`config.mk`:
```
export PLATFORM = sky130hd
export DESIGN_NAME = ssr_rx
export DESIGN_NICKNAME = d
export VERILOG_FILES = /design/src/rtl/ssr_sync.v /design/src/rtl/ssr_fifo.v /design/src/rtl/ssr_rx.v
export VERILOG_INCLUDE_DIRS = /design/src /design/src/pkg
export SDC_FILE = /design/constraint.sdc
export NUM_CORES = 1
export LEC_CHECK = 0
export BUFFER_PORTS_ARGS = -buffer_cell sky130_fd_sc_hd__clkbuf_2
export CAP_MARGIN = 20
export CORE_ASPECT_RATIO = 1.1
export CORE_MARGIN = 3
export CORE_UTILIZATION = 35
export DETAILED_ROUTE_END_ITERATION = 8
export PLACE_DENSITY = 0.62
export SYNTH_ARGS = -nofsm -noshare
export SYNTH_HDL_FRONTEND = slang
export SYNTH_SLANG_ARGS = --single-unit
```
`constraint.sdc`:
```
create_clock -name sys_clk -period 4.03 [get_ports sys_clk]
set_input_delay 0.2015 -clock sys_clk [delete_from_list [all_inputs] [get_ports sys_clk]]
set_output_delay 0.2015 -clock sys_clk [all_outputs]
set_load 0.02 [all_outputs]
```
`src/pkg/ssr_map.vh`:
```
`ifndef SSR_MAP_VH
`define SSR_MAP_VH
// ==========================================
// register byte offsets
`define SSR_OFF_CTRL 12'h000
`define SSR_OFF_STAT 12'h004
`define SSR_OFF_DATA 12'h008
`define SSR_OFF_IRQ_STAT 12'h00C
`define SSR_OFF_IRQ_EN 12'h010
`define SSR_OFF_IRQ_CLR 12'h014
// ==========================================
// control register fields
`define SSR_CTRL_SERIAL_PORT_ENABLE 0
`define SSR_CTRL_SINGLE_RECEIVE_ENABLE 1
`define SSR_CTRL_CONTINUOUS_RECEIVE_ENABLE 2
`define SSR_CTRL_RX9 3
// ==========================================
// status register fields
`define SSR_STAT_OVERRUN_ERROR_FLAG 0
`define SSR_STAT_NINTH_DATA_BIT 1
`define SSR_STAT_COUNT_LO 2
`define SSR_STAT_COUNT_HI 3
// ==========================================
// interrupt bits
`define SSR_IRQ_RX 0
`define SSR_IRQ_OVR 1
`define SSR_IRQ_W 2
// ==========================================
// sizes and reset values
`define SSR_CHAR_W 9
`define SSR_FIFO_DEPTH 2
`define SSR_BITS_8 4'h8
`define SSR_BITS_9 4'h9
`define SSR_ZERO32 32'h00000000
`endif

```
`src/rtl/ssr_sync.v`:
```
`timescale 1ns/1ps
// ==========================================
// two flip-flop level synchroniser
module ssr_sync (
  // clock and reset
  input wire sys_clk,
  input wire resetn,
  // level in and out
  input wire async_in,
  output reg sync_out
);
  reg meta; // first stage, read only by sync_out

  // first stage is read by the second stage alone
  always @(posedge sys_clk or negedge resetn) begin
    if (!resetn) begin
      meta <= 1'b0;
      sync_out <= 1'b0;
    end else begin
      meta <= async_in;
      sync_out <= meta;
    end
  end
endmodule // ssr_sync

```
`src/rtl/ssr_fifo.v`:
```
`timescale 1ns/1ps
`include "ssr_map.vh"
// ==========================================
// two-entry receive queue for nine-bit characters
module ssr_fifo (
  // clock and reset
  input wire sys_clk,
  input wire resetn,
  // synchronous flush from the port enable
  input wire flush,
  // write side
  input wire push,
  input wire [`SSR_CHAR_W-1:0] push_data,
  // read side
  input wire pop,
  output wire [`SSR_CHAR_W-1:0] head,
  output reg [1:0] count
);
  reg [`SSR_CHAR_W-1:0] mem [0:`SSR_FIFO_DEPTH-1]; // storage slots
  reg wr_ptr; // next slot to fill
  reg rd_ptr; // oldest slot
  wire do_push;
  wire do_pop;

  // never overwrite: pushes into a full queue are dropped here as well
  assign do_push = push && (count != 2'h2);
  assign do_pop = pop && (count != 2'h0);
  assign head = mem[rd_ptr];

  // pointers and occupancy
  always @(posedge sys_clk or negedge resetn) begin
    if (!resetn) begin
      wr_ptr <= 1'b0;
      rd_ptr <= 1'b0;
      count <= 2'h0;
    end else if (flush) begin
      wr_ptr <= 1'b0;
      rd_ptr <= 1'b0;
      count <= 2'h0;
    end else begin
      if (do_push) begin
        wr_ptr <= ~wr_ptr;
      end
      if (do_pop) begin
        rd_ptr <= ~rd_ptr;
      end
      if (do_push && !do_pop) begin
        count <= count + 2'h1;
      end else if (do_pop && !do_push) begin
        count <= count - 2'h1;
      end
    end
  end

  // storage has no reset; contents are unread until pushed
  always @(posedge sys_clk) begin
    if (do_push) begin
      mem[wr_ptr] <= push_data;
    end
  end
endmodule // ssr_fifo

```
`src/rtl/ssr_rx.v`:
```
`timescale 1ns/1ps
`include "ssr_map.vh"
// Behaviour
// RULE1 - slave mode: clock pin driver off, clock input
// RULE2 - data stable at trailing clock edge, sampled there
// RULE3 - one bit shifted per received clock cycle
// RULE4 - master sends only as many clocks as bits
// RULE5 - receive queue holds two whole characters
// RULE6 - third character into full queue sets overrun
// RULE7 - on overrun keep queue, drop new character
// RULE8 - no characters accepted while overrun pending
// RULE9 - overrun flag not software writable
// RULE10 - single-receive overrun clears on data read
// RULE11 - continuous overrun clears on enable clear
// RULE12 - port enable clear resets whole receiver
// RULE13 - nine-bit mode shifts nine bits per character
// RULE14 - ninth bit shows oldest unread character
// RULE15 - software reads ninth bit before data
// RULE16 - character complete sets flag, interrupt if enabled
// RULE17 - data read pops oldest character
module ssr_rx (
  // clock and reset
  input wire sys_clk,
  input wire resetn,
  // apb slave
  input wire psel,
  input wire penable,
  input wire pwrite,
  input wire [11:0] paddr,
  input wire [31:0] pwdata,
  output reg [31:0] prdata,
  output reg pready,
  output reg pslverr,
  // shared transmit/clock pin
  input wire transmit_clock_pin_in,
  output reg transmit_clock_pin_out,
  output reg transmit_clock_pin_oe,
  // serial data pin
  input wire rx_data_pin,
  // interrupt
  output reg irq
);
  // ==========================================
  // declarations
  reg serial_port_enable; // port enable
  reg single_receive_enable; // single receive
  reg continuous_receive_enable; // continuous receive
  reg nine_bit_receive_select; // nine-bit characters
  reg overrun_error_flag; // sticky overrun
  reg ovr_single; // overrun arose in single-receive mode
  reg [`SSR_IRQ_W-1:0] irq_stat; // sticky events
  reg [`SSR_IRQ_W-1:0] irq_en; // event enables
  reg [`SSR_CHAR_W-1:0] receive_shift_register; // incoming bits
  reg [3:0] bit_cnt; // bits held in shift register
  reg clk_prev; // last synchronised clock level
  wire clk_s; // synchronised clock pin
  wire dat_s; // synchronised data pin
  wire clk_fall; // trailing edge of the link clock
  wire rx_enabled;
  wire [3:0] char_bits;
  wire char_done;
  wire push;
  wire [`SSR_CHAR_W-1:0] head;
  wire [1:0] count;
  wire acc;
  wire wr;
  wire rd;
  wire data_rd;
  wire ctrl_wr;
  wire flush;
  wire [`SSR_CHAR_W-1:0] next_char;

  // ==========================================
  // address check helper used by both read and write decode
  function is_mapped;
    input [11:0] a;
    begin
      is_mapped = (a == `SSR_OFF_CTRL) || (a == `SSR_OFF_STAT) ||
        (a == `SSR_OFF_DATA) || (a == `SSR_OFF_IRQ_STAT) ||
        (a == `SSR_OFF_IRQ_EN) || (a == `SSR_OFF_IRQ_CLR);
    end
  endfunction

  // ==========================================
  // pin synchronisers
  ssr_sync u_sync_clk (
    .sys_clk(sys_clk),
    .resetn(resetn),
    .async_in(transmit_clock_pin_in),
    .sync_out(clk_s)
  );

  ssr_sync u_sync_dat (
    .sys_clk(sys_clk),
    .resetn(resetn),
    .async_in(rx_data_pin),
    .sync_out(dat_s)
  );

  // ==========================================
  // bus strobes: one-cycle wait so every access answers in the access phase
  assign acc = psel && penable && pready;
  assign wr = acc && pwrite && is_mapped(paddr);
  assign rd = acc && !pwrite && is_mapped(paddr);
  assign data_rd = rd && (paddr == `SSR_OFF_DATA);
  assign ctrl_wr = wr && (paddr == `SSR_OFF_CTRL);
  // clearing the port enable flushes every piece of receive state
  assign flush = !serial_port_enable; // [RULE12]

  // ==========================================
  // link clock edge finding
  // data changed on the rising edge, so the falling edge samples it
  assign clk_fall = clk_prev && !clk_s; // [RULE2]
  assign rx_enabled = serial_port_enable &&
    (single_receive_enable || continuous_receive_enable);
  assign char_bits = nine_bit_receive_select ? `SSR_BITS_9 : `SSR_BITS_8; // [RULE13]
  assign char_done = clk_fall && rx_enabled && (bit_cnt == char_bits - 4'h1);
  // lsb first; the last bit lands on top, the eight-bit case is realigned
  assign next_char = nine_bit_receive_select ?
    {dat_s, receive_shift_register[`SSR_CHAR_W-1:1]} :
    {1'b0, dat_s, receive_shift_register[`SSR_CHAR_W-1:2]};
  // overrun blocks the queue until cleared
  assign push = char_done && !overrun_error_flag && (count != 2'h2); // [RULE8]

  // ==========================================
  // receive queue
  ssr_fifo u_fifo (
    .sys_clk(sys_clk),
    .resetn(resetn),
    .flush(flush),
    .push(push),
    .push_data(next_char),
    .pop(data_rd), // [RULE17]
    .head(head),
    .count(count)
  );

  // ==========================================
  // pin driver: slave never drives the shared clock pin
  always @(posedge sys_clk or negedge resetn) begin
    if (!resetn) begin
      transmit_clock_pin_out <= 1'b0;
      transmit_clock_pin_oe <= 1'b0;
    end else begin
      transmit_clock_pin_out <= 1'b0;
      transmit_clock_pin_oe <= 1'b0; // [RULE1]
    end
  end

  // ==========================================
  // shift register, one bit per trailing edge
  always @(posedge sys_clk or negedge resetn) begin
    if (!resetn) begin
      clk_prev <= 1'b0;
      receive_shift_register <= {`SSR_CHAR_W{1'b0}};
      bit_cnt <= 4'h0;
    end else begin
      clk_prev <= clk_s;
      if (flush || !rx_enabled) begin
        receive_shift_register <= {`SSR_CHAR_W{1'b0}}; // [RULE12]
        bit_cnt <= 4'h0;
      end else if (clk_fall) begin
        receive_shift_register <= {dat_s, receive_shift_register[`SSR_CHAR_W-1:1]}; // [RULE3]
        // extra clocks beyond a character start a new one
        if (char_done) begin
          bit_cnt <= 4'h0;
        end else begin
          bit_cnt <= bit_cnt + 4'h1;
        end
      end
    end
  end

  // ==========================================
  // control register and overrun tracking
  always @(posedge sys_clk or negedge resetn) begin
    if (!resetn) begin
      serial_port_enable <= 1'b0;
      single_receive_enable <= 1'b0;
      continuous_receive_enable <= 1'b0;
      nine_bit_receive_select <= 1'b0;
      overrun_error_flag <= 1'b0;
      ovr_single <= 1'b0;
    end else begin
      if (ctrl_wr) begin
        serial_port_enable <= pwdata[`SSR_CTRL_SERIAL_PORT_ENABLE];
        single_receive_enable <= pwdata[`SSR_CTRL_SINGLE_RECEIVE_ENABLE];
        continuous_receive_enable <= pwdata[`SSR_CTRL_CONTINUOUS_RECEIVE_ENABLE];
        nine_bit_receive_select <= pwdata[`SSR_CTRL_RX9];
      end else if (single_receive_enable && !continuous_receive_enable && push) begin
        // single receive ends after one character is queued while continuous receive is off, unless a control write lands in that cycle
        single_receive_enable <= 1'b0;
      end
      // the flag is written only here, never from the bus
      if (flush) begin
        overrun_error_flag <= 1'b0; // [RULE9] [RULE11]
      end else if (char_done && !overrun_error_flag && count == 2'h2) begin
        overrun_error_flag <= 1'b1; // [RULE6] [RULE7]
        ovr_single <= !continuous_receive_enable;
      end else if (overrun_error_flag && ovr_single && data_rd) begin
        overrun_error_flag <= 1'b0; // [RULE10]
      end else if (overrun_error_flag && !ovr_single && ctrl_wr &&
                   !pwdata[`SSR_CTRL_CONTINUOUS_RECEIVE_ENABLE]) begin
        overrun_error_flag <= 1'b0; // [RULE11]
      end
    end
  end

  // ==========================================
  // interrupt status, enable and write-one-to-clear; set beats clear
  always @(posedge sys_clk or negedge resetn) begin
    if (!resetn) begin
      irq_stat <= {`SSR_IRQ_W{1'b0}};
      irq_en <= {`SSR_IRQ_W{1'b0}};
      irq <= 1'b0;
    end else begin
      if (wr && paddr == `SSR_OFF_IRQ_EN) begin
        irq_en <= pwdata[`SSR_IRQ_W-1:0];
      end
      if (flush) begin
        irq_stat <= {`SSR_IRQ_W{1'b0}};
      end else begin
        irq_stat[`SSR_IRQ_RX] <= push || (irq_stat[`SSR_IRQ_RX] &&
          !(wr && paddr == `SSR_OFF_IRQ_CLR && pwdata[`SSR_IRQ_RX])); // [RULE16]
        irq_stat[`SSR_IRQ_OVR] <= (char_done && !overrun_error_flag &&
          count == 2'h2) || (irq_stat[`SSR_IRQ_OVR] &&
          !(wr && paddr == `SSR_OFF_IRQ_CLR && pwdata[`SSR_IRQ_OVR]));
      end
      irq <= |(irq_stat & irq_en); // [RULE16]
    end
  end

  // ==========================================
  // apb answer: one wait state, then ready with data
  always @(posedge sys_clk or negedge resetn) begin
    if (!resetn) begin
      pready <= 1'b0;
      pslverr <= 1'b0;
      prdata <= `SSR_ZERO32;
    end else begin
      pready <= psel && penable && !pready;
      pslverr <= psel && penable && !pready && !is_mapped(paddr);
      prdata <= `SSR_ZERO32;
      if (psel && penable && !pready && !pwrite) begin
        if (paddr == `SSR_OFF_CTRL) begin
          prdata[`SSR_CTRL_SERIAL_PORT_ENABLE] <= serial_port_enable;
          prdata[`SSR_CTRL_SINGLE_RECEIVE_ENABLE] <= single_receive_enable;
          prdata[`SSR_CTRL_CONTINUOUS_RECEIVE_ENABLE] <= continuous_receive_enable;
          prdata[`SSR_CTRL_RX9] <= nine_bit_receive_select;
        end else if (paddr == `SSR_OFF_STAT) begin
          prdata[`SSR_STAT_OVERRUN_ERROR_FLAG] <= overrun_error_flag;
          // an empty queue shows no ninth bit; its slots hold stale or unset data
          prdata[`SSR_STAT_NINTH_DATA_BIT] <= (count != 2'h0) && head[`SSR_CHAR_W-1]; // [RULE14]
          prdata[`SSR_STAT_COUNT_HI:`SSR_STAT_COUNT_LO] <= count; // [RULE5]
        end else if (paddr == `SSR_OFF_DATA) begin
          prdata[7:0] <= (count != 2'h0) ? head[7:0] : 8'h00;
        end else if (paddr == `SSR_OFF_IRQ_STAT) begin
          prdata[`SSR_IRQ_W-1:0] <= irq_stat;
        end else if (paddr == `SSR_OFF_IRQ_EN) begin
          prdata[`SSR_IRQ_W-1:0] <= irq_en;
        end
      end
    end
  end
endmodule // ssr_rx

```
Yosys cells after proc, flatten, opt, wreduce, memory -nomap -nowiden
Memories as Yosys holds them, arrays and structs flattened.
Index checks and enable logic that the tools add are counted.
{"block": "op_classes", "n_eq_ne": 12, "addsub": 4, "n_reduce_logical": 65, "muxes": 33, "n_bitwise": 3}
{"cell": "1-bit logical AND", "n": 36}
{"cell": "4-bit two-way mux", "n": 7}
{"cell": "9-bit two-way mux", "n": 3}
{"cell": "12-bit by 4-bit equality test with 1-bit output (second input constant)", "n": 2}
{"cell": "12-bit by 5-bit equality test with 1-bit output (second input constant)", "n": 2}
{"cell": "8-bit two-way mux", "n": 2}
{"cell": "1-bit logical NOT", "n": 14}
{"cell": "2-bit two-way mux", "n": 7}
{"cell": "1-bit two-way mux", "n": 13}
{"cell": "12-bit by 3-bit equality test with 1-bit output (second input constant)", "n": 1}
{"cell": "12-bit logical NOT", "n": 1}
{"cell": "1-bit logical OR", "n": 9}
{"cell": "6-bit two-way mux", "n": 1}
{"cell": "2-bit nonzero test", "n": 3}
{"cell": "4-bit by 1-bit adder with 4-bit output (second input constant)", "n": 1}
{"cell": "4-bit equality test", "n": 1}
{"cell": "2-bit by 1-bit inequality test with 1-bit output (second input constant)", "n": 2}
{"cell": "4-bit by 1-bit inequality test with 1-bit output (second input constant)", "n": 1}
{"cell": "4-bit by 1-bit subtractor with 4-bit output (second input constant)", "n": 1}
{"cell": "3-bit by 1-bit inequality test with 1-bit output (second input constant)", "n": 1}
{"cell": "2-bit by 1-bit adder with 2-bit output (second input constant)", "n": 1}
{"cell": "2-bit bitwise AND", "n": 1}
{"cell": "2-bit equality test (second input constant)", "n": 1}
{"cell": "2-bit inequality test (second input constant)", "n": 1}
{"cell": "other kinds (4)", "n": 5}
{"block": "word_totals", "mem_bits_rw": 18, "reg_bits": 43, "n_memories": 1, "output_inout_bits": 37, "elab_cells": 140}
{"memory": "u_fifo.mem", "depth": 2, "word_bits": 9, "rd": 1, "rd_clocked_by_memory_dff": 0, "wr": 1, "line_no": "ssr_fifo.v:19", "text": "reg [`SSR_CHAR_W-1:0] mem [0:`SSR_FIFO_DEPTH-1];"}

Logic depth before layout (Yosys ltp)
{"block": "logic_depth", "depth_word": 14, "depth_mapped": 7, "mapped_depth_nobuf": 5}

Modules after synthesis
Synthesis repeated with hierarchy kept, for this count alone.
{"block": "hier_totals", "hier_cells": 236, "hier_area_um2": 2900.3}
{"mod": "ssr_rx", "area_per_inst_um2": 1931.9, "cells_each": 181, "n_inst": 1, "seq_area_each_um2": 850.8}
{"mod": "ssr_fifo", "area_per_inst_um2": 868.3, "cells_each": 51, "n_inst": 1, "seq_area_each_um2": 640.6}
{"mod": "ssr_sync", "area_per_inst_um2": 50.0, "cells_each": 2, "n_inst": 2, "seq_area_each_um2": 50.0}

Worst setup path before layout
No wires, ideal clock.
{"block": "synth_path", "path_type": "register to register", "start": "register bit_cnt[2]", "end": "memory u_fifo.mem[0][0] (netlist bit), enable pin", "arrival_time_ns": 1.918, "path_buffers": 1, "path_stages_with_launch": 6, "required_time_ns": 3.654, "setup_time_ns": 0.376, "period_less_slack_ns": 2.294, "path_slack_ns": 1.736, "path_cell_list": "dfrtp_1 -> nor4b_2 -> a22oi_1 -> or4b_1 -> clkbuf_1 -> nor2_1"}
{"block": "synth_via", "elab_chain_cells": 7}
{"element": "from (decl)", "line_no": "ssr_rx.v:54", "text": "reg [3:0] bit_cnt;"}
{"element": "from (signal assigned)", "line_no": "ssr_rx.v:168", "text": "bit_cnt <= bit_cnt + 4'h1;"}
{"element": "4-bit equality test", "line_no": "ssr_rx.v:117", "text": "assign char_done = clk_fall && rx_enabled && (bit_cnt == char_bits - 4'h1);"}
{"element": "1-bit logical AND", "line_no": "ssr_rx.v:117"}
{"element": "1-bit logical AND (2 in series)", "line_no": "ssr_rx.v:123", "text": "assign push = char_done && !overrun_error_flag && (count != 2'h2);"}
{"element": "1-bit logical AND", "line_no": "ssr_fifo.v:26", "text": "assign do_push = push && (count != 2'h2);"}
{"element": "1-bit two-way mux", "line_no": "ssr_fifo.v:57", "text": "if (do_push) begin"}
{"element": "1-bit two-way mux (implied by the code)", "line_no": "ssr_fifo.v:58", "text": "mem[wr_ptr] <= push_data;"}
{"element": "to (decl)", "line_no": "ssr_fifo.v:19"}
Every way passes these cells.

Worst setup path in the final report
{"block": "layout_path", "start": "register serial_port_enable", "end": "memory u_fifo.mem[1][8] (netlist bit), enable pin"}
{"block": "layout_via", "elab_chain_cells": 8}
{"element": "from (decl)", "line_no": "ssr_rx.v:45", "text": "reg serial_port_enable;"}
{"element": "from (signal assigned)", "line_no": "ssr_rx.v:186", "text": "serial_port_enable <= pwdata[`SSR_CTRL_SERIAL_PORT_ENABLE];"}
{"element": "1-bit logical AND", "line_no": "ssr_rx.v:114", "text": "assign rx_enabled = serial_port_enable &&"}
{"element": "1-bit logical AND (2 in series)", "line_no": "ssr_rx.v:117"}
{"element": "1-bit logical AND (2 in series)", "line_no": "ssr_rx.v:123"}
{"element": "1-bit logical AND", "line_no": "ssr_fifo.v:26"}
{"element": "1-bit two-way mux", "line_no": "ssr_fifo.v:57"}
{"element": "1-bit two-way mux (implied by the code)", "line_no": "ssr_fifo.v:58"}
Every way passes these cells.

==> impl_metrics.ini <==
[place]
io_buffers = 33
place_ws_ns = 1.177
placed_cells = 364
post-dp-hpwl_um = 3625
place_area_um2 = 2993
place.gp.congestion = 0.8076

[die]
core-area_um2 = 7639
io_pins = 88
fp.dieW_um = 91.59
dieArea_um2 = 9172
rows = 33
start_util = 0.3692
die_h_um = 100.1

[global_route]
grt_max_degree = 43
grt_pass1_vias = 1798
top_usage_layer = met2
grt_pass1_wl_um = 8804
antenna_found_initial = 0
grt.total_usage = 0.1242
use_met3 = 0.03073
grt.met2_usage = 0.1979
met1_usage = 0.1553
grt_overflow = 0

[clock_tree]
cts.clk_slew.worst_paths_ns = 0.06
cts_resized = 0
cts_buffer_depth = 2
htreeDepth = 3
cts_sinks = 60
clk_latency_ns = 0.34
cts_root_buffer = clkbuf_8
cts_tree = built
cts_buffers = 9

[cells_and_area]
final_nets = 326
fin_area_um2 = 3267
final_cells = 384
antenna_cells = 0
utilization = 0.4277
syn_to_final_growth_pct = 15.84
regArea_um2 = 1592
fillCellCount = 724
drive_gt1_frac = 0.2688
multi_input_area_um2 = 1067

[power_and_ir_drop]
pwr-share-clk = 0.466
combPwrFrac = 0.051
swShare = 0.2247
p_seq_frac = 0.484
vdd_ir_drop_max_mv = 0.1335
p_per_area_nw_per_um2 = 398.8
p_leak_nw = 1.422
p_int_mw = 1.010
power.total_mw = 1.303
switching_power_mw = 0.2928

[setup_path]
cp.required_ns = 4.00
cp_data_arrival_time_ns = 2.79
critPathCaptureType = flip-flop
path_max_fanout = 13
crit_type = reg2reg
critical_path.startpoint_type = flip-flop

[routing]
dr.pass1.iters = 4
vias = 1849
drt-wirelength-per-cell_um = 13.80
drc_errors = 0
drtIter0Drc = 110
wl_um = 5301
drtAntennaViolNets = 0
via_per_inst = 4.815

[yosys]
synth_edf_count = 18
synth-seq-cells = 60
ys.warnings.count = 0
synth_cell_types = 47
syn-cell-area_um2 = 2820
netlist_instances = 235
ys_seq_area_frac = 0.5643
yosys_most_used_dff = dfrtp_1
avgSynthCellArea_um2 = 12.00
synthArstFlopShare = 0.7000

[sta]
fmax_mhz = 354.5
fin_crit_sh = 0.7000
drv_slew = 0
finalHoldViolCount = 0
final.setup.tns_ns = 0
tightest_slew_ns = 0.7346
grt_setup_unrepaired = false
fin_crit_ns = 2.821
setup_viol = 0
layout_setup_ws_ns = 1.209
fin_skew_ns = 0.009092
timing.hold.ws_ns = 0.1212
slew_headroom = 0.5085

[run]
cap_violations = 0

[worst_hold_path]
hold_path_class = in2reg

[run_status]
outcome = completed
==> cell usage after synthesis, drive strengths merged, types with 3 or more instances <==
library cell  number  share of area
dfrtp             42           0.37
buf               27          0.071
edfxtp            18           0.19
nor2              15          0.020
mux2              14          0.056
a22o              10          0.031
mux2i             10          0.035
clkbuf             9          0.012
nand2              9          0.012
o21ai              9          0.016
inv                6         0.0080
nor3               6          0.011
nor4               5          0.013
nand2b             4         0.0089
nand3              4         0.0089
nor2b              4         0.0089
xnor2              4          0.012
a21oi              3         0.0053
and2               3         0.0067
and3               3         0.0067
nor3b              3         0.0098
==> placed cells by master, fill, tap and decap left out, types with 3 or more instances in the layout <==
cell type / count
dfrtp_1: 42
clkbuf_2: 33
conb_1: 26
edfxtp_1: 18
nor2_1: 15
mux2_2: 14
mux2i_1: 10
a22o_1: 10
clkbuf_8: 10
nand2_1: 9
o21ai_0: 9
nor3_1: 6
inv_1: 6
nand2b_1: 4
nor2b_1: 4
nor4_1: 4
xnor2_1: 4
a21oi_1: 3
nand3_1: 3
and2_1: 3
and3_1: 3
dlygate4sd3_1: 3
==> cells by family after synthesis <==
kind of cell	after synthesis	synth area share
AO/OA/AOI/OAI	36	0.09361
XOR/XNOR	5	0.01553
adder cells (fa/ha/maj)	1	0.004436
buffers and inverters	42	0.09050
flip-flops	60	0.5643
multiplexers	24	0.09139
other	1	0.001330
AND/OR/NAND/NOR	66	0.1389
==> power by group through the flow <==
stage,clock (mW),combinational [mW],sequential (mW)
floorplan,0,0.0531,0.643
global placement,0,0.0603,0.642
detailed placement,0,0.0612,0.643
CTS,0.618,0.0629,0.630
global route,0.649,0.0720,0.630
finish,0.607,0.0659,0.630
==> final timing paths <==
kind / slack (ns) / startpoint / to / cells past startpoint
min in group asynchronous: 0.31 / resetn / irq_en[1] / 2
worst max register to register: 1.21 / serial_port_enable / u_fifo.mem[1][8] / 5
worst min-delay path: 0.12 / pwdata[3] / nine_bit_receive_select / 2
max in group asynchronous: 3.24 / resetn / bit_cnt[2] / 3
worst min register to register: 0.35 / u_sync_clk.meta / u_sync_clk.sync_out / 0
worst max-delay path: 1.21 / serial_port_enable / u_fifo.mem[1][8] / 5
==> layer usage <==
| metal | wire length (um) | vias to the layer above |
|---|---|---|
| met5 | 0 | - |
| met4 | 156 | 0 |
| met3 | 274 | 15 |
| met2 | 2601 | 49 |
| met1 | 2268 | 910 |
| li1 | - | 875 |
==> registers in the layout, summed over array words and instances (netlist names), 2 cells and up <==
signal	count
bit_cnt	4
irq_en	2
irq_stat	2
prdata	8
receive_shift_register	8
u_fifo.count	2
u_fifo.mem	18
==> worst max-delay path: stages (launching register included) <==
cell     delay [ns]
dfrtp_1        0.55
o21ai_0        0.25
nor3b_2        0.22
buf_4          0.21
or4b_1         0.61
nor2_1         0.62
==> final cells by class <==
| cell class | instances | share of cell area |
|---|---|---|
| sequential | 60 | 0.4872 |
| multi-input combinational | 158 | 0.3267 |
| timing repair buffer | 39 | 0.07047 |
| clock buffer | 10 | 0.04213 |
| tap | 105 | 0.04021 |
| clock inverter | 6 | 0.02643 |
| inverter | 6 | 0.006894 |
==> repair_timing <==
item / CTS / global route
hold buffers: 2 / 1
hold endpoints to repair: 2 / 12
buffers inserted: 0 / 0
No activity file was read; power rests on OpenSTA's default activity.
